File: src/pkg/rfc_pkg.sv
// Purpose: Shared constants for the receive framer control block
// Assumes: Register index n sits at byte address 4*n
// Notes: Mode-dependent registers share one stored byte per index
package rfc_pkg;
  // Register indices
  localparam logic [7:0] IDX_MASTER = 8'h80;
  localparam logic [7:0] IDX_CTRL1 = 8'h81;
  localparam logic [7:0] IDX_CTRL2 = 8'h82;
  localparam logic [7:0] IDX_CTRL3 = 8'h83;
  localparam logic [7:0] IDX_SA6 = 8'h6f;
  localparam logic [7:0] REG_RESET = 8'h00;
  // Stored and readable bits
  localparam logic [7:0] MASK_MASTER = 8'hc3;
  localparam logic [7:0] MASK_CTRL1_E1 = 8'h7f;
  localparam logic [7:0] MASK_CTRL2_T1 = 8'h3f;
  localparam logic [7:0] MASK_CTRL2_E1 = 8'hf9;
  localparam logic [7:0] MASK_CTRL3 = 8'h80;
  // Master mode fields
  localparam int MM_FRAMER_ENABLE_BIT = 7;
  localparam int MM_INIT = 6;
  localparam int MM_SRST = 1;
  localparam int MM_E1 = 0;
  // Control one fields
  localparam int C1_SYNC_QUALIFY_LENGTH = 7;
  localparam int C1_ZSUB = 6;
  localparam int C1_FMT = 5;
  localparam int C1_ARC = 4;
  localparam int C1_SRCH = 3;
  localparam int C1_JCRC = 2;
  localparam int C1_NOAUTO = 1;
  localparam int C1_REALIGN = 0;
  localparam int C1_SIGM = 5;
  localparam int C1_TS26 = 4;
  localparam int C1_CRC4 = 3;
  localparam int C1_FRC = 2;
  // Control two and three fields
  localparam int C2_UP_LSB = 3;
  localparam int C2_DN_LSB = 0;
  localparam int C2_SA_LSB = 3;
  localparam int C2_LOSA = 0;
  localparam int C3_IDF = 7;
  // Line timing figures
  localparam logic [4:0] SYNC_QUAL_SHORT = 5'h0a;
  localparam logic [4:0] SYNC_QUAL_LONG = 5'h18;
  localparam logic [11:0] LOS_ZEROS_SHORT = 12'h0ff;
  localparam logic [11:0] LOS_ZEROS_LONG = 12'h800;
  localparam logic [1:0] FAS_ERR_LAST = 2'h2;
  localparam logic [4:0] TS_G802 = 5'h1a;
  localparam logic [4:0] TS_ALIGN = 5'h00;
  localparam logic [2:0] BIT_FIRST = 3'h0;
  localparam logic [2:0] SA_FIRST_BIT = 3'h3;
  localparam logic [2:0] SA6_BIT = 3'h5;
  // Bus answers
  localparam logic [1:0] RESP_OKAY = 2'h0;
  localparam logic [1:0] RESP_SLVERR = 2'h2;

  function automatic logic [3:0] fn_code_len(input logic [2:0] code);
    return {1'b0, code} + 4'h1;
  endfunction
endpackage

File: src/pkg/rfc_line_if.sv
// Purpose: Carrier between control core and line monitor
// Assumes: Both ends on clk_i
// Notes: bitpos 0..7 stands for bits 1..8 of a time slot
`timescale 1ns/1ps
`default_nettype none
interface rfc_line_if;
  logic live;
  logic bit_en;
  logic pos;
  logic neg;
  logic nrz;
  logic e1;
  logic los_long;
  logic nfas;
  logic [4:0] ts;
  logic [2:0] bitpos;
  logic [4:0] sa_sel;
  logic los;
  logic data;
  logic data_en;
  logic spare_clk;
  logic [3:0] sa6_pat;
  modport ctl(output live, bit_en, pos, neg, nrz, e1, los_long, nfas, ts, bitpos, sa_sel,
              input los, data, data_en, spare_clk, sa6_pat);
  modport mon(input live, bit_en, pos, neg, nrz, e1, los_long, nfas, ts, bitpos, sa_sel,
              output los, data, data_en, spare_clk, sa6_pat);
endinterface
`default_nettype wire

File: src/hw/rfc_line_mon.sv
// Purpose: Zero run loss-of-signal monitor, Sa6 capture, spare-bit clock
// Assumes: bit_en is a one-cycle pulse per received bit
// Notes: Sa6 is grouped in fours with no submultiframe alignment
`timescale 1ns/1ps
`default_nettype none
module rfc_line_mon
  import rfc_pkg::*;
(
  // Clock and reset
  input wire logic clk_i,
  input wire logic rst_i,
  // Line side
  rfc_line_if.mon line
);
  typedef struct packed {
    logic [11:0] zeros;
    logic los;
    logic [3:0] sa6_sh;
    logic [1:0] sa6_n;
    logic [3:0] sa6_pat;
    logic spare;
    logic data;
    logic data_en;
  } rfc_mon_s;
  rfc_mon_s q, n;
  logic mark;
  logic in_ts0;
  logic [11:0] limit;

  assign mark = line.nrz ? line.pos : (line.pos | line.neg); // [RULE_24]
  assign limit = line.los_long ? LOS_ZEROS_LONG : LOS_ZEROS_SHORT; // [RULE_23]
  assign in_ts0 = line.e1 & line.nfas & (line.ts == TS_ALIGN);

  always_comb begin
    n = q;
    n.data_en = line.bit_en;
    // Registered, so the spare clock trails the slot position by one cycle
    n.spare = in_ts0 && (line.bitpos >= SA_FIRST_BIT) ?
              line.sa_sel[line.bitpos - SA_FIRST_BIT] : 1'b0; // [RULE_22]
    if (!line.live) begin
      n.zeros = '0;
      n.los = 1'b0;
      n.sa6_n = '0;
    end else if (line.bit_en) begin
      n.data = mark;
      if (mark) begin
        n.zeros = '0;
        n.los = 1'b0;
      end else if (q.zeros < limit) begin
        n.zeros = q.zeros + 12'h001;
      end
      if (n.zeros >= limit) begin
        n.los = 1'b1; // [RULE_23]
      end
      if (in_ts0 && line.bitpos == SA6_BIT) begin
        n.sa6_sh = {q.sa6_sh[2:0], mark};
        n.sa6_n = q.sa6_n + 2'h1;
        if (q.sa6_n == 2'h3) begin
          n.sa6_pat = n.sa6_sh; // [RULE_01]
        end
      end
    end
  end

  always_ff @(posedge clk_i) begin
    if (rst_i) begin
      q <= '0;
    end else begin
      q <= n;
    end
  end

  assign line.los = q.los;
  assign line.data = q.data;
  assign line.data_en = q.data_en;
  assign line.spare_clk = q.spare;
  assign line.sa6_pat = q.sa6_pat;
endmodule // rfc_line_mon
`default_nettype wire

File: src/hw/rfc_rx_framer_ctl.sv
// Purpose: Receive framer configuration, control and line monitor for one port
// Assumes: AXI4-Lite master with at most one write and one read in flight
// Notes: Register index n sits at byte address 4*n; line pins are asynchronous
//
// What this block does
// RULE_01 - Report last four received Sa6 bits
// RULE_02 - Software maps Sa6 patterns to codewords
// RULE_03 - Enable bit low holds framer idle
// RULE_04 - Host sets enable, standard before completion
// RULE_05 - Host writes every register before completion
// RULE_06 - Completion with enable set starts framer
// RULE_07 - Soft reset holds receiver while high
// RULE_08 - Standard select: 0 T1, 1 E1
// RULE_09 - T1 sync qualifies 10 or 24 bits
// RULE_10 - Zero substitution decode enable, B8ZS or HDB3
// RULE_11 - T1 format: 0 ESF, 1 D4
// RULE_12 - T1 resync on OOF and LOS, or OOF
// RULE_13 - T1 sync search criterion per format
// RULE_14 - T1 CRC-6 standard or Japanese
// RULE_15 - Auto resync disable blocks automatic resync
// RULE_16 - Realign bit rising edge starts resync
// RULE_17 - E1 signaling: 0 CAS, 1 CCS
// RULE_18 - E1 force channel block, slot 26 bit 1
// RULE_19 - E1 CRC-4 processing on or off
// RULE_20 - E1 three consecutive word errors force resync
// RULE_21 - T1 loop code lengths 1 to 7, 8/16
// RULE_22 - E1 Sa selects gate spare-bit clock
// RULE_23 - E1 LOS after 255 or 2048 zeros
// RULE_24 - NRZ input ignores negative, no BPV count
//
// Design decision made here: register access over AXI4-Lite.
`timescale 1ns/1ps
`default_nettype none
module rfc_rx_framer_ctl
  import rfc_pkg::*;
#(
  parameter int ADDR_W = 12
) (
  // Clock and reset
  input wire logic clk_i,
  input wire logic rst_i,
  // AXI4-Lite slave
  input wire logic s_axi_awvalid,
  output logic s_axi_awready,
  input wire logic [ADDR_W-1:0] s_axi_awaddr,
  input wire logic s_axi_wvalid,
  output logic s_axi_wready,
  input wire logic [31:0] s_axi_wdata,
  input wire logic [3:0] s_axi_wstrb,
  output logic s_axi_bvalid,
  input wire logic s_axi_bready,
  output logic [1:0] s_axi_bresp,
  input wire logic s_axi_arvalid,
  output logic s_axi_arready,
  input wire logic [ADDR_W-1:0] s_axi_araddr,
  output logic s_axi_rvalid,
  input wire logic s_axi_rready,
  output logic [31:0] s_axi_rdata,
  output logic [1:0] s_axi_rresp,
  // Line pins
  input wire logic rx_line_clk_i,
  input wire logic receive_line_positive_i,
  input wire logic receive_line_negative_i,
  // Framer core position and checks
  input wire logic [4:0] rx_timeslot_i,
  input wire logic [2:0] rx_bitpos_i,
  input wire logic rx_nfas_frame_i,
  input wire logic t1_oof_i,
  input wire logic fas_check_i,
  input wire logic fas_ok_i,
  input wire logic nfas_check_i,
  input wire logic nfas_bit2_ok_i,
  input wire logic channel_block_i,
  // Control to framer core
  output logic framer_active_o,
  output logic receiver_reset_o,
  output logic resync_o,
  output logic e1_mode_o,
  output logic [4:0] t1_sync_qual_bits_o,
  output logic t1_zero_subst_decode_o,
  output logic e1_zero_subst_decode_o,
  output logic t1_d4_framing_o,
  output logic t1_resync_oof_only_o,
  output logic t1_d4_cross_couple_o,
  output logic t1_esf_crc_verify_o,
  output logic t1_japanese_crc_o,
  output logic e1_ccs_signaling_o,
  output logic e1_checksum_enable_o,
  output logic [3:0] loop_up_len_o,
  output logic [3:0] loop_down_len_o,
  // Line status and data
  output logic los_o,
  output logic bpv_count_enable_o,
  output logic line_bit_o,
  output logic line_bit_en_o,
  output logic receive_spare_bit_clock_o,
  output logic receive_channel_block_o
);
  // Upper-bit decode needs at least one bit above the register window
  if (ADDR_W < 11 || ADDR_W > 32) begin : g_chk
    $error("ADDR_W must cover index 0x83");
  end

  typedef struct packed {
    logic [7:0] mmode;
    logic [7:0] ctl1;
    logic [7:0] ctl2;
    logic [7:0] ctl3;
    logic init_prev;
    logic run;
    logic realign_prev;
    logic resync;
    logic oof_prev;
    logic los_prev;
    logic [1:0] fas_errs;
    logic e1_oof;
    logic [2:0] lclk_s;
    logic [1:0] pos_s;
    logic [1:0] neg_s;
    logic aw_hold;
    logic aw_ok;
    logic [7:0] aw_idx;
    logic w_hold;
    logic w_en;
    logic [7:0] w_byte;
    logic bvalid;
    logic [1:0] bresp;
    logic rvalid;
    logic [7:0] rbyte;
    logic [1:0] rresp;
  } rfc_top_s;

  rfc_top_s q, n;
  rfc_line_if line ();
  logic e1, live, aw_go, w_go, ar_go, ar_ok, oof_ev, los_ev, manual, wr_ok;
  logic [7:0] ar_idx;

  function automatic logic fn_writable(input logic [7:0] idx);
    return idx >= IDX_MASTER && idx <= IDX_CTRL3;
  endfunction

  function automatic logic fn_upper_ok(input logic [ADDR_W-1:0] addr);
    return addr[ADDR_W-1:10] == '0;
  endfunction

  assign e1 = q.mmode[MM_E1]; // [RULE_08]
  assign live = q.run & q.mmode[MM_FRAMER_ENABLE_BIT] & ~q.mmode[MM_SRST]; // [RULE_03] [RULE_07]
  assign s_axi_awready = ~q.aw_hold & ~q.bvalid;
  assign s_axi_wready = ~q.w_hold & ~q.bvalid;
  assign s_axi_arready = ~q.rvalid;
  assign aw_go = s_axi_awvalid & s_axi_awready;
  assign w_go = s_axi_wvalid & s_axi_wready;
  assign ar_go = s_axi_arvalid & s_axi_arready;
  assign ar_idx = s_axi_araddr[9:2];
  assign ar_ok = fn_upper_ok(s_axi_araddr) & (fn_writable(ar_idx) | ar_idx == IDX_SA6);
  // Only the low byte lane carries register data
  assign manual = q.ctl1[C1_REALIGN] & ~q.realign_prev; // [RULE_16]
  // E1 has no criterion bit: besides a realign edge, only loss of frame restarts the search there
  assign oof_ev = e1 ? q.e1_oof : (t1_oof_i & ~q.oof_prev);
  assign los_ev = line.los & ~q.los_prev;

  always_comb begin
    n = q;
    wr_ok = 1'b0;
    n.lclk_s = {q.lclk_s[1:0], rx_line_clk_i};
    n.pos_s = {q.pos_s[0], receive_line_positive_i};
    n.neg_s = {q.neg_s[0], receive_line_negative_i};
    // Write path: address and data may arrive in either order
    if (q.bvalid && s_axi_bready) begin
      n.bvalid = 1'b0;
    end
    if (aw_go) begin
      n.aw_hold = 1'b1;
      n.aw_idx = s_axi_awaddr[9:2];
      n.aw_ok = fn_upper_ok(s_axi_awaddr);
    end
    if (w_go) begin
      n.w_hold = 1'b1;
      n.w_byte = s_axi_wdata[7:0];
      n.w_en = s_axi_wstrb[0];
    end
    if (n.aw_hold && n.w_hold) begin
      n.aw_hold = 1'b0;
      n.w_hold = 1'b0;
      n.bvalid = 1'b1;
      wr_ok = n.aw_ok & fn_writable(n.aw_idx);
      n.bresp = wr_ok ? RESP_OKAY : RESP_SLVERR;
      if (wr_ok && n.w_en) begin
        unique case (n.aw_idx)
          IDX_MASTER: n.mmode = n.w_byte & MASK_MASTER;
          IDX_CTRL1: n.ctl1 = n.w_byte;
          IDX_CTRL2: n.ctl2 = n.w_byte;
          IDX_CTRL3: n.ctl3 = n.w_byte & MASK_CTRL3;
          default: ;
        endcase
      end
    end
    // Read path: answer one cycle after the address is taken
    if (q.rvalid && s_axi_rready) begin
      n.rvalid = 1'b0;
    end
    if (ar_go) begin
      n.rvalid = 1'b1;
      n.rresp = ar_ok ? RESP_OKAY : RESP_SLVERR;
      n.rbyte = 8'h00;
      if (ar_ok) begin
        unique case (ar_idx)
          IDX_MASTER: n.rbyte = q.mmode;
          IDX_CTRL1: n.rbyte = e1 ? (q.ctl1 & MASK_CTRL1_E1) : q.ctl1;
          IDX_CTRL2: n.rbyte = q.ctl2 & (e1 ? MASK_CTRL2_E1 : MASK_CTRL2_T1);
          IDX_CTRL3: n.rbyte = q.ctl3;
          IDX_SA6: n.rbyte = {4'h0, line.sa6_pat}; // [RULE_01]
          default: ;
        endcase
      end
    end
    // Start only on the completion edge, and only if enabled then
    n.init_prev = q.mmode[MM_INIT];
    if (!q.mmode[MM_FRAMER_ENABLE_BIT] || !q.mmode[MM_INIT]) begin
      n.run = 1'b0; // [RULE_03]
    end else if (!q.init_prev) begin
      n.run = 1'b1; // [RULE_06]
    end
    // Consecutive errored alignment words
    n.e1_oof = 1'b0;
    if (!live || !e1) begin
      n.fas_errs = '0;
    end else if ((fas_check_i && !fas_ok_i) ||
                 (q.ctl1[C1_FRC] && nfas_check_i && !nfas_bit2_ok_i)) begin // [RULE_20]
      if (q.fas_errs == FAS_ERR_LAST) begin
        n.fas_errs = '0;
        n.e1_oof = 1'b1;
      end else begin
        n.fas_errs = q.fas_errs + 2'h1;
      end
    end else if (fas_check_i || (q.ctl1[C1_FRC] && nfas_check_i)) begin
      n.fas_errs = '0;
    end
    // Resynchronisation requests
    n.realign_prev = q.ctl1[C1_REALIGN];
    n.oof_prev = t1_oof_i;
    n.los_prev = line.los;
    n.resync = live & (manual | (~q.ctl1[C1_NOAUTO] & // [RULE_15] [RULE_16]
               (oof_ev | (~e1 & ~q.ctl1[C1_ARC] & los_ev)))); // [RULE_12]
  end

  always_ff @(posedge clk_i) begin
    if (rst_i) begin
      q <= '0;
    end else begin
      q <= n;
    end
  end

  // Line monitor hookup; pins are read only after two flip-flops
  assign line.live = live;
  assign line.bit_en = live & q.lclk_s[1] & ~q.lclk_s[2];
  assign line.pos = q.pos_s[1];
  assign line.neg = q.neg_s[1];
  assign line.nrz = q.ctl3[C3_IDF];
  assign line.e1 = e1;
  assign line.los_long = e1 & q.ctl2[C2_LOSA]; // [RULE_23]
  assign line.nfas = rx_nfas_frame_i;
  assign line.ts = rx_timeslot_i;
  assign line.bitpos = rx_bitpos_i;
  assign line.sa_sel = e1 ? q.ctl2[C2_SA_LSB +: 5] : 5'h00; // [RULE_22]

  rfc_line_mon u_mon (
    .clk_i(clk_i),
    .rst_i(rst_i),
    .line(line.mon)
  );

  // Bus outputs
  assign s_axi_bvalid = q.bvalid;
  assign s_axi_bresp = q.bresp;
  assign s_axi_rvalid = q.rvalid;
  assign s_axi_rdata = {24'h000000, q.rbyte};
  assign s_axi_rresp = q.rresp;

  // Decoded controls; T1 fields except the sync qualify length read zero in E1 mode and the reverse
  assign framer_active_o = q.run & q.mmode[MM_FRAMER_ENABLE_BIT]; // [RULE_03]
  assign receiver_reset_o = q.mmode[MM_SRST]; // [RULE_07]
  assign resync_o = q.resync;
  assign e1_mode_o = e1; // [RULE_08]
  assign t1_sync_qual_bits_o = q.ctl1[C1_SYNC_QUALIFY_LENGTH] ? SYNC_QUAL_LONG : SYNC_QUAL_SHORT; // [RULE_09]
  assign t1_zero_subst_decode_o = ~e1 & q.ctl1[C1_ZSUB]; // [RULE_10]
  assign e1_zero_subst_decode_o = e1 & q.ctl1[C1_ZSUB]; // [RULE_10]
  assign t1_d4_framing_o = ~e1 & q.ctl1[C1_FMT]; // [RULE_11]
  assign t1_resync_oof_only_o = ~e1 & q.ctl1[C1_ARC]; // [RULE_12]
  assign t1_d4_cross_couple_o = ~e1 & q.ctl1[C1_FMT] & q.ctl1[C1_SRCH]; // [RULE_13]
  assign t1_esf_crc_verify_o = ~e1 & ~q.ctl1[C1_FMT] & q.ctl1[C1_SRCH]; // [RULE_13]
  assign t1_japanese_crc_o = ~e1 & q.ctl1[C1_JCRC]; // [RULE_14]
  assign e1_ccs_signaling_o = e1 & q.ctl1[C1_SIGM]; // [RULE_17]
  assign e1_checksum_enable_o = e1 & q.ctl1[C1_CRC4]; // [RULE_19]
  // Code 7 gives 8; the 16-bit pattern repeats the 8-bit one
  assign loop_up_len_o = e1 ? 4'h0 : fn_code_len(q.ctl2[C2_UP_LSB +: 3]); // [RULE_21]
  assign loop_down_len_o = e1 ? 4'h0 : fn_code_len(q.ctl2[C2_DN_LSB +: 3]); // [RULE_21]
  assign los_o = line.los;
  assign bpv_count_enable_o = live & ~q.ctl3[C3_IDF]; // [RULE_24]
  assign line_bit_o = line.data;
  assign line_bit_en_o = line.data_en;
  assign receive_spare_bit_clock_o = line.spare_clk; // [RULE_22]
  assign receive_channel_block_o = channel_block_i | (e1 & q.ctl1[C1_TS26] &
         rx_timeslot_i == TS_G802 & rx_bitpos_i == BIT_FIRST); // [RULE_18]
endmodule // rfc_rx_framer_ctl
`default_nettype wire

File: config.mk
export PLATFORM = sky130hd
export DESIGN_NAME = rfc_rx_framer_ctl
export DESIGN_NICKNAME = d
export VERILOG_FILES = /design/src/pkg/rfc_pkg.sv /design/src/pkg/rfc_line_if.sv /design/src/hw/rfc_line_mon.sv /design/src/hw/rfc_rx_framer_ctl.sv
export SDC_FILE = /design/constraint.sdc
export NUM_CORES = 1
export LEC_CHECK = 0
export ABC_AREA = 1
export ABC_CLOCK_PERIOD_IN_PS = 8200
export BUFFER_PORTS_ARGS = -buffer_cell sky130_fd_sc_hd__buf_2
export CELL_PAD_IN_SITES_DETAIL_PLACEMENT = 0
export CELL_PAD_IN_SITES_GLOBAL_PLACEMENT = 2
export CORE_UTILIZATION = 29
export CTS_CLUSTER_SIZE = 20
export DETAILED_ROUTE_END_ITERATION = 6
export PLACE_DENSITY_LB_ADDON = 0.1
export SLEW_MARGIN = 20
export SYNTH_ARGS = -nofsm -noshare
export SYNTH_HDL_FRONTEND = slang
export SYNTH_SLANG_ARGS = --single-unit
File: constraint.sdc
create_clock -name clk_i -period 8.2 [get_ports clk_i]
set_input_delay 2.05 -clock clk_i [delete_from_list [all_inputs] [get_ports clk_i]]
set_output_delay 2.05 -clock clk_i [all_outputs]
set_load 0.01 [all_outputs]
==> results.py <==
metrics = {
    "clock_tree": {
        "clock_sinks": 94,
        "path_clk_slew_ns": 0.06,
        "tritoncts": "built",
        "insertion_delay_ns": 0.35,
        "hold_buffers": 0,
        "post_cts_resized": 0,
        "cts.path.max_buffers": 2,
        "cts_setup_buffers": 0,
        "root_buffer": "clkbuf_16",
        "cts-buffers-inserted": 9,
        "htreeDepth": 3,
    },
    "timing": {
        "fmax_ghz": 0.2033,
        "period_minus_slack_ns": 4.919,
        "finClkSkew_ns": 0.007763,
        "slew-limit-headroom_pct": 33.53,
        "hold_violations": 0,
        "fin_tns_setup_ns": 0,
        "grt_setup_unrepaired": "no",
        "max_slew.worst_pin.slew_ns": 0.9956,
        "setup_viol": 0,
        "fin_crit_sh_pct": 59.99,
        "drv_slew": 0,
    },
    "synth": {
        "yosys_register_bits": 94,
        "synth_compound_area_share_pct": 14.44,
        "syn_avg_cell_area_sq_um": 6.900,
        "yosysUniqueCellTypes": 45,
        "synthSimpleGateAreaFrac_pct": 26.84,
        "yosys.area.top_type_share_pct": 37.31,
        "synth_top_family_by_area": "simple AND/OR/NAND/NOR gates",
        "ys_seq_area_share_pct": 37.31,
        "muxShareOfSynthArea_pct": 0,
        "netlist_instances": 731,
        "ys_warn_count": 0,
        "synthAdderAreaFrac_pct": 4.465,
        "yosys.area.top_type": "dfxtp_1",
        "synthXorXnorAreaFrac_pct": 0.6946,
        "yosys-top-cells-area": "dfxtp_1, nand2_1, inv_1, nor2_1, buf_4",
        "syn_area_sq_mm": 0.005044,
    },
    "routing": {
        "postRouteAntennaNets": 0,
        "drc": 0,
        "dr.pass1.iters": 5,
        "viasPerCell": 4.454,
        "num_vias": 4619,
        "first_iter_violations": 199,
        "wl_per_cell_um": 13.10,
        "finalWirelength_um": 13580,
    },
    "hold_path": {
        "min_path_cells": 2,
        "hold_end": "line.neg",
        "min_from": "n[35]",
        "min-delay-path-class": "register to register",
    },
    "final_layout": {
        "multi_input_area_sq_mm": 0.002451,
        "fin_util_pct": 35.04,
        "final_area_sq_mm": 0.005873,
        "syn_to_final_growth_pct": 16.45,
        "fin_nets": 915,
        "seq_area_sq_mm": 0.001882,
        "nFillCells": 1884,
        "drive_above_1_share_pct": 17.63,
        "antenna_cells": 0,
    },
    "power_and_ir_drop": {
        "p_comb_share_pct": 11.7,
        "p_int_w": 0.0007923,
        "power_density_mw_per_mm2": 180.8,
        "p_leak_nw": 2.799,
        "pwr-share-clk_pct": 43.2,
        "swShare_pct": 25.37,
        "p_seq_share_pct": 45.1,
        "irDropWorstVdd_mv": 0.1654,
        "switchingPower_w": 0.0002693,
    },
    "setup_path": {
        "end_kind": "output pin",
        "cp_max_fo": 5,
        "crit_path_start": "rx_bitpos_i[0]",
        "r2r_cells": 18,
        "worstSetupStartpointType": "input pin",
        "rr_startpoint": "e1_mode_o",
        "r2r-end": "u_mon.line.los",
        "worst_ep_arrival_time_ns": 2.87,
        "rrSetupSlack_ns": 4.40,
        "cp.required_ns": 6.15,
        "path_class": "input pin to output pin",
    },
    "placed_design": {
        "gp_congestion": 0.8104,
        "dp.final_hpwl_um": 10380,
        "placed_cell_area_sq_mm": 0.005548,
        "portBuffers": 97,
    },
    "global_route": {
        "grt_usage_pct": 15.59,
        "grt_overflow": 0,
        "grt_pass1_vias": 4307,
        "antenna_found_initial": 0,
        "grt_pass1_wl_um": 21860,
        "grt_max_degree": 48,
    },
    "run_status": {
        "status": "completed",
    },
    "floorplanning": {
        "rows": 47,
        "core_sq_mm": 0.01676,
        "die_width_um": 133.9,
        "ios": 158,
        "initial_core_util_pct": 30.09,
        "die-area_sq_mm": 0.01792,
        "die_height_um": 133.9,
    },
    "flow_run": {
        "maxCapViolations": 0,
    },
}
## power groups by stage
stage	combinational (W)	sequential, W	clock, W
floorplan	0.0000986	0.000488	0
CTS	0.000126	0.000479	0.000475
global placement	0.000124	0.000489	0
global route	0.000144	0.000480	0.000494
detailed placement	0.000125	0.000489	0
finish	0.000125	0.000479	0.000459
## how the worst max path moves through the flow
stage	to	slack (ns)	depth (start not counted)
after global routing	receive_channel_block_o	3.19	6
after detailed placement	receive_channel_block_o	3.27	6
final	receive_channel_block_o	3.28	6
after global placement	receive_channel_block_o	3.24	6
after CTS	receive_channel_block_o	3.27	6
after floorplan	receive_channel_block_o	3.44	4
## kinds of logic (layout without fill, tap and decap cells)
family	after synthesis	in the layout
compound gates	132	132
fa+ha+maj	18	18
simple gates	309	309
other cells	2	29
flops	94	94
buf+inv	172	231
xor+xnor	4	4
## synth_stat cells, drive strengths merged
library cell,number
nand2,124
inv,114
nor2,107
dfxtp,94
o21ai,62
a21oi,51
buf,43
nand3,28
ha,18
nor3,16
clkbuf,14
nand4,12
or2,12
nor4,4
o2111ai,3
o21a,3
xnor2,3
a211oi,2
a221oi,2
conb,2
nor3b,2
o211ai,2
o221ai,2
o31ai,2
a2111oi,1
and2,1
and3,1
clkinv,1
nand3b,1
nor2b,1
o21bai,1
o22ai,1
xor2,1
## routing by layer
layer  global-route usage [%]  wire, um
met5                        0         0
met4                    4.293        66
met3                    2.986       402
met2                    25.07      6264
met1                    21.16      6849
## per-stage QoR
stage / std cells / worst slack (ns) / total power, W / hold slack [ns]
4_1_cts: 1037 / 3.267 / 0.001080 / 0.4171
3_3_place_gp: 1021 / 3.241 / 0.0006128 / 0.4031
5_1_grt: 1037 / 3.191 / 0.001118 / 0.4320
2_1_floorplan: 758 / 3.441 / 0.0005866 / 0.3883
6_report: 1037 / 3.281 / 0.001062 / 0.4109
3_5_place_dp: 1021 / 3.270 / 0.0006144 / 0.4076
## registers in the layout (all words and copies together), names as in the netlist, 4 cells and up
signal,flops
s_axi_rdata,8
u_mon.q,17
n,6
q,45
u_mon.line.sa6_pat,4
## cell usage in the layout (no fill, tap or decap), drive strengths merged
| cell | netlist | routed |
|---|---|---|
| nand3 | 28 | 28 |
| o22ai | 1 | 1 |
| buf | 43 | 100 |
| o21a | 3 | 3 |
| clkinvlp | 0 | 3 |
| bufinv | 0 | 2 |
| ha | 18 | 18 |
| inv | 114 | 114 |
| a21oi | 51 | 51 |
| conb | 2 | 29 |
| nand2 | 124 | 124 |
| o21bai | 1 | 1 |
| and2 | 1 | 1 |
| nor3 | 16 | 16 |
| or2 | 12 | 12 |
| a2111oi | 1 | 1 |
| o211ai | 2 | 2 |
| o21ai | 62 | 62 |
| xnor2 | 3 | 3 |
| a221oi | 2 | 2 |
| and3 | 1 | 1 |
| o31ai | 2 | 2 |
| xor2 | 1 | 1 |
| nor2b | 1 | 1 |
| nor4 | 4 | 4 |
| nand4 | 12 | 12 |
| clkinv | 1 | 1 |
| o2111ai | 3 | 3 |
| a211oi | 2 | 2 |
| clkbuf | 14 | 11 |
| nand3b | 1 | 1 |
| o221ai | 2 | 2 |
| nor2 | 107 | 107 |
| dfxtp | 94 | 94 |
| nor3b | 2 | 2 |
## final cells by class
cell class                      count  share of cell area (%)
Clock buffer                       11                   4.133
Clock inverter                      5                   1.406
Inverter                          115                   7.350
Multi-Input combinational cell    492                   41.73
Sequential cell                    94                   32.04
Tap cell                          220                   4.687
Timing Repair Buffer              100                   8.649
## worst max-delay path, stage by stage
cell and delay, ns:
buf_2 0.11, inv_1 0.12, ha_1 0.16, nand4_1 0.09, o31ai_1 0.18, buf_2 0.16
Note: power is estimated with default switching activity, not from simulation.
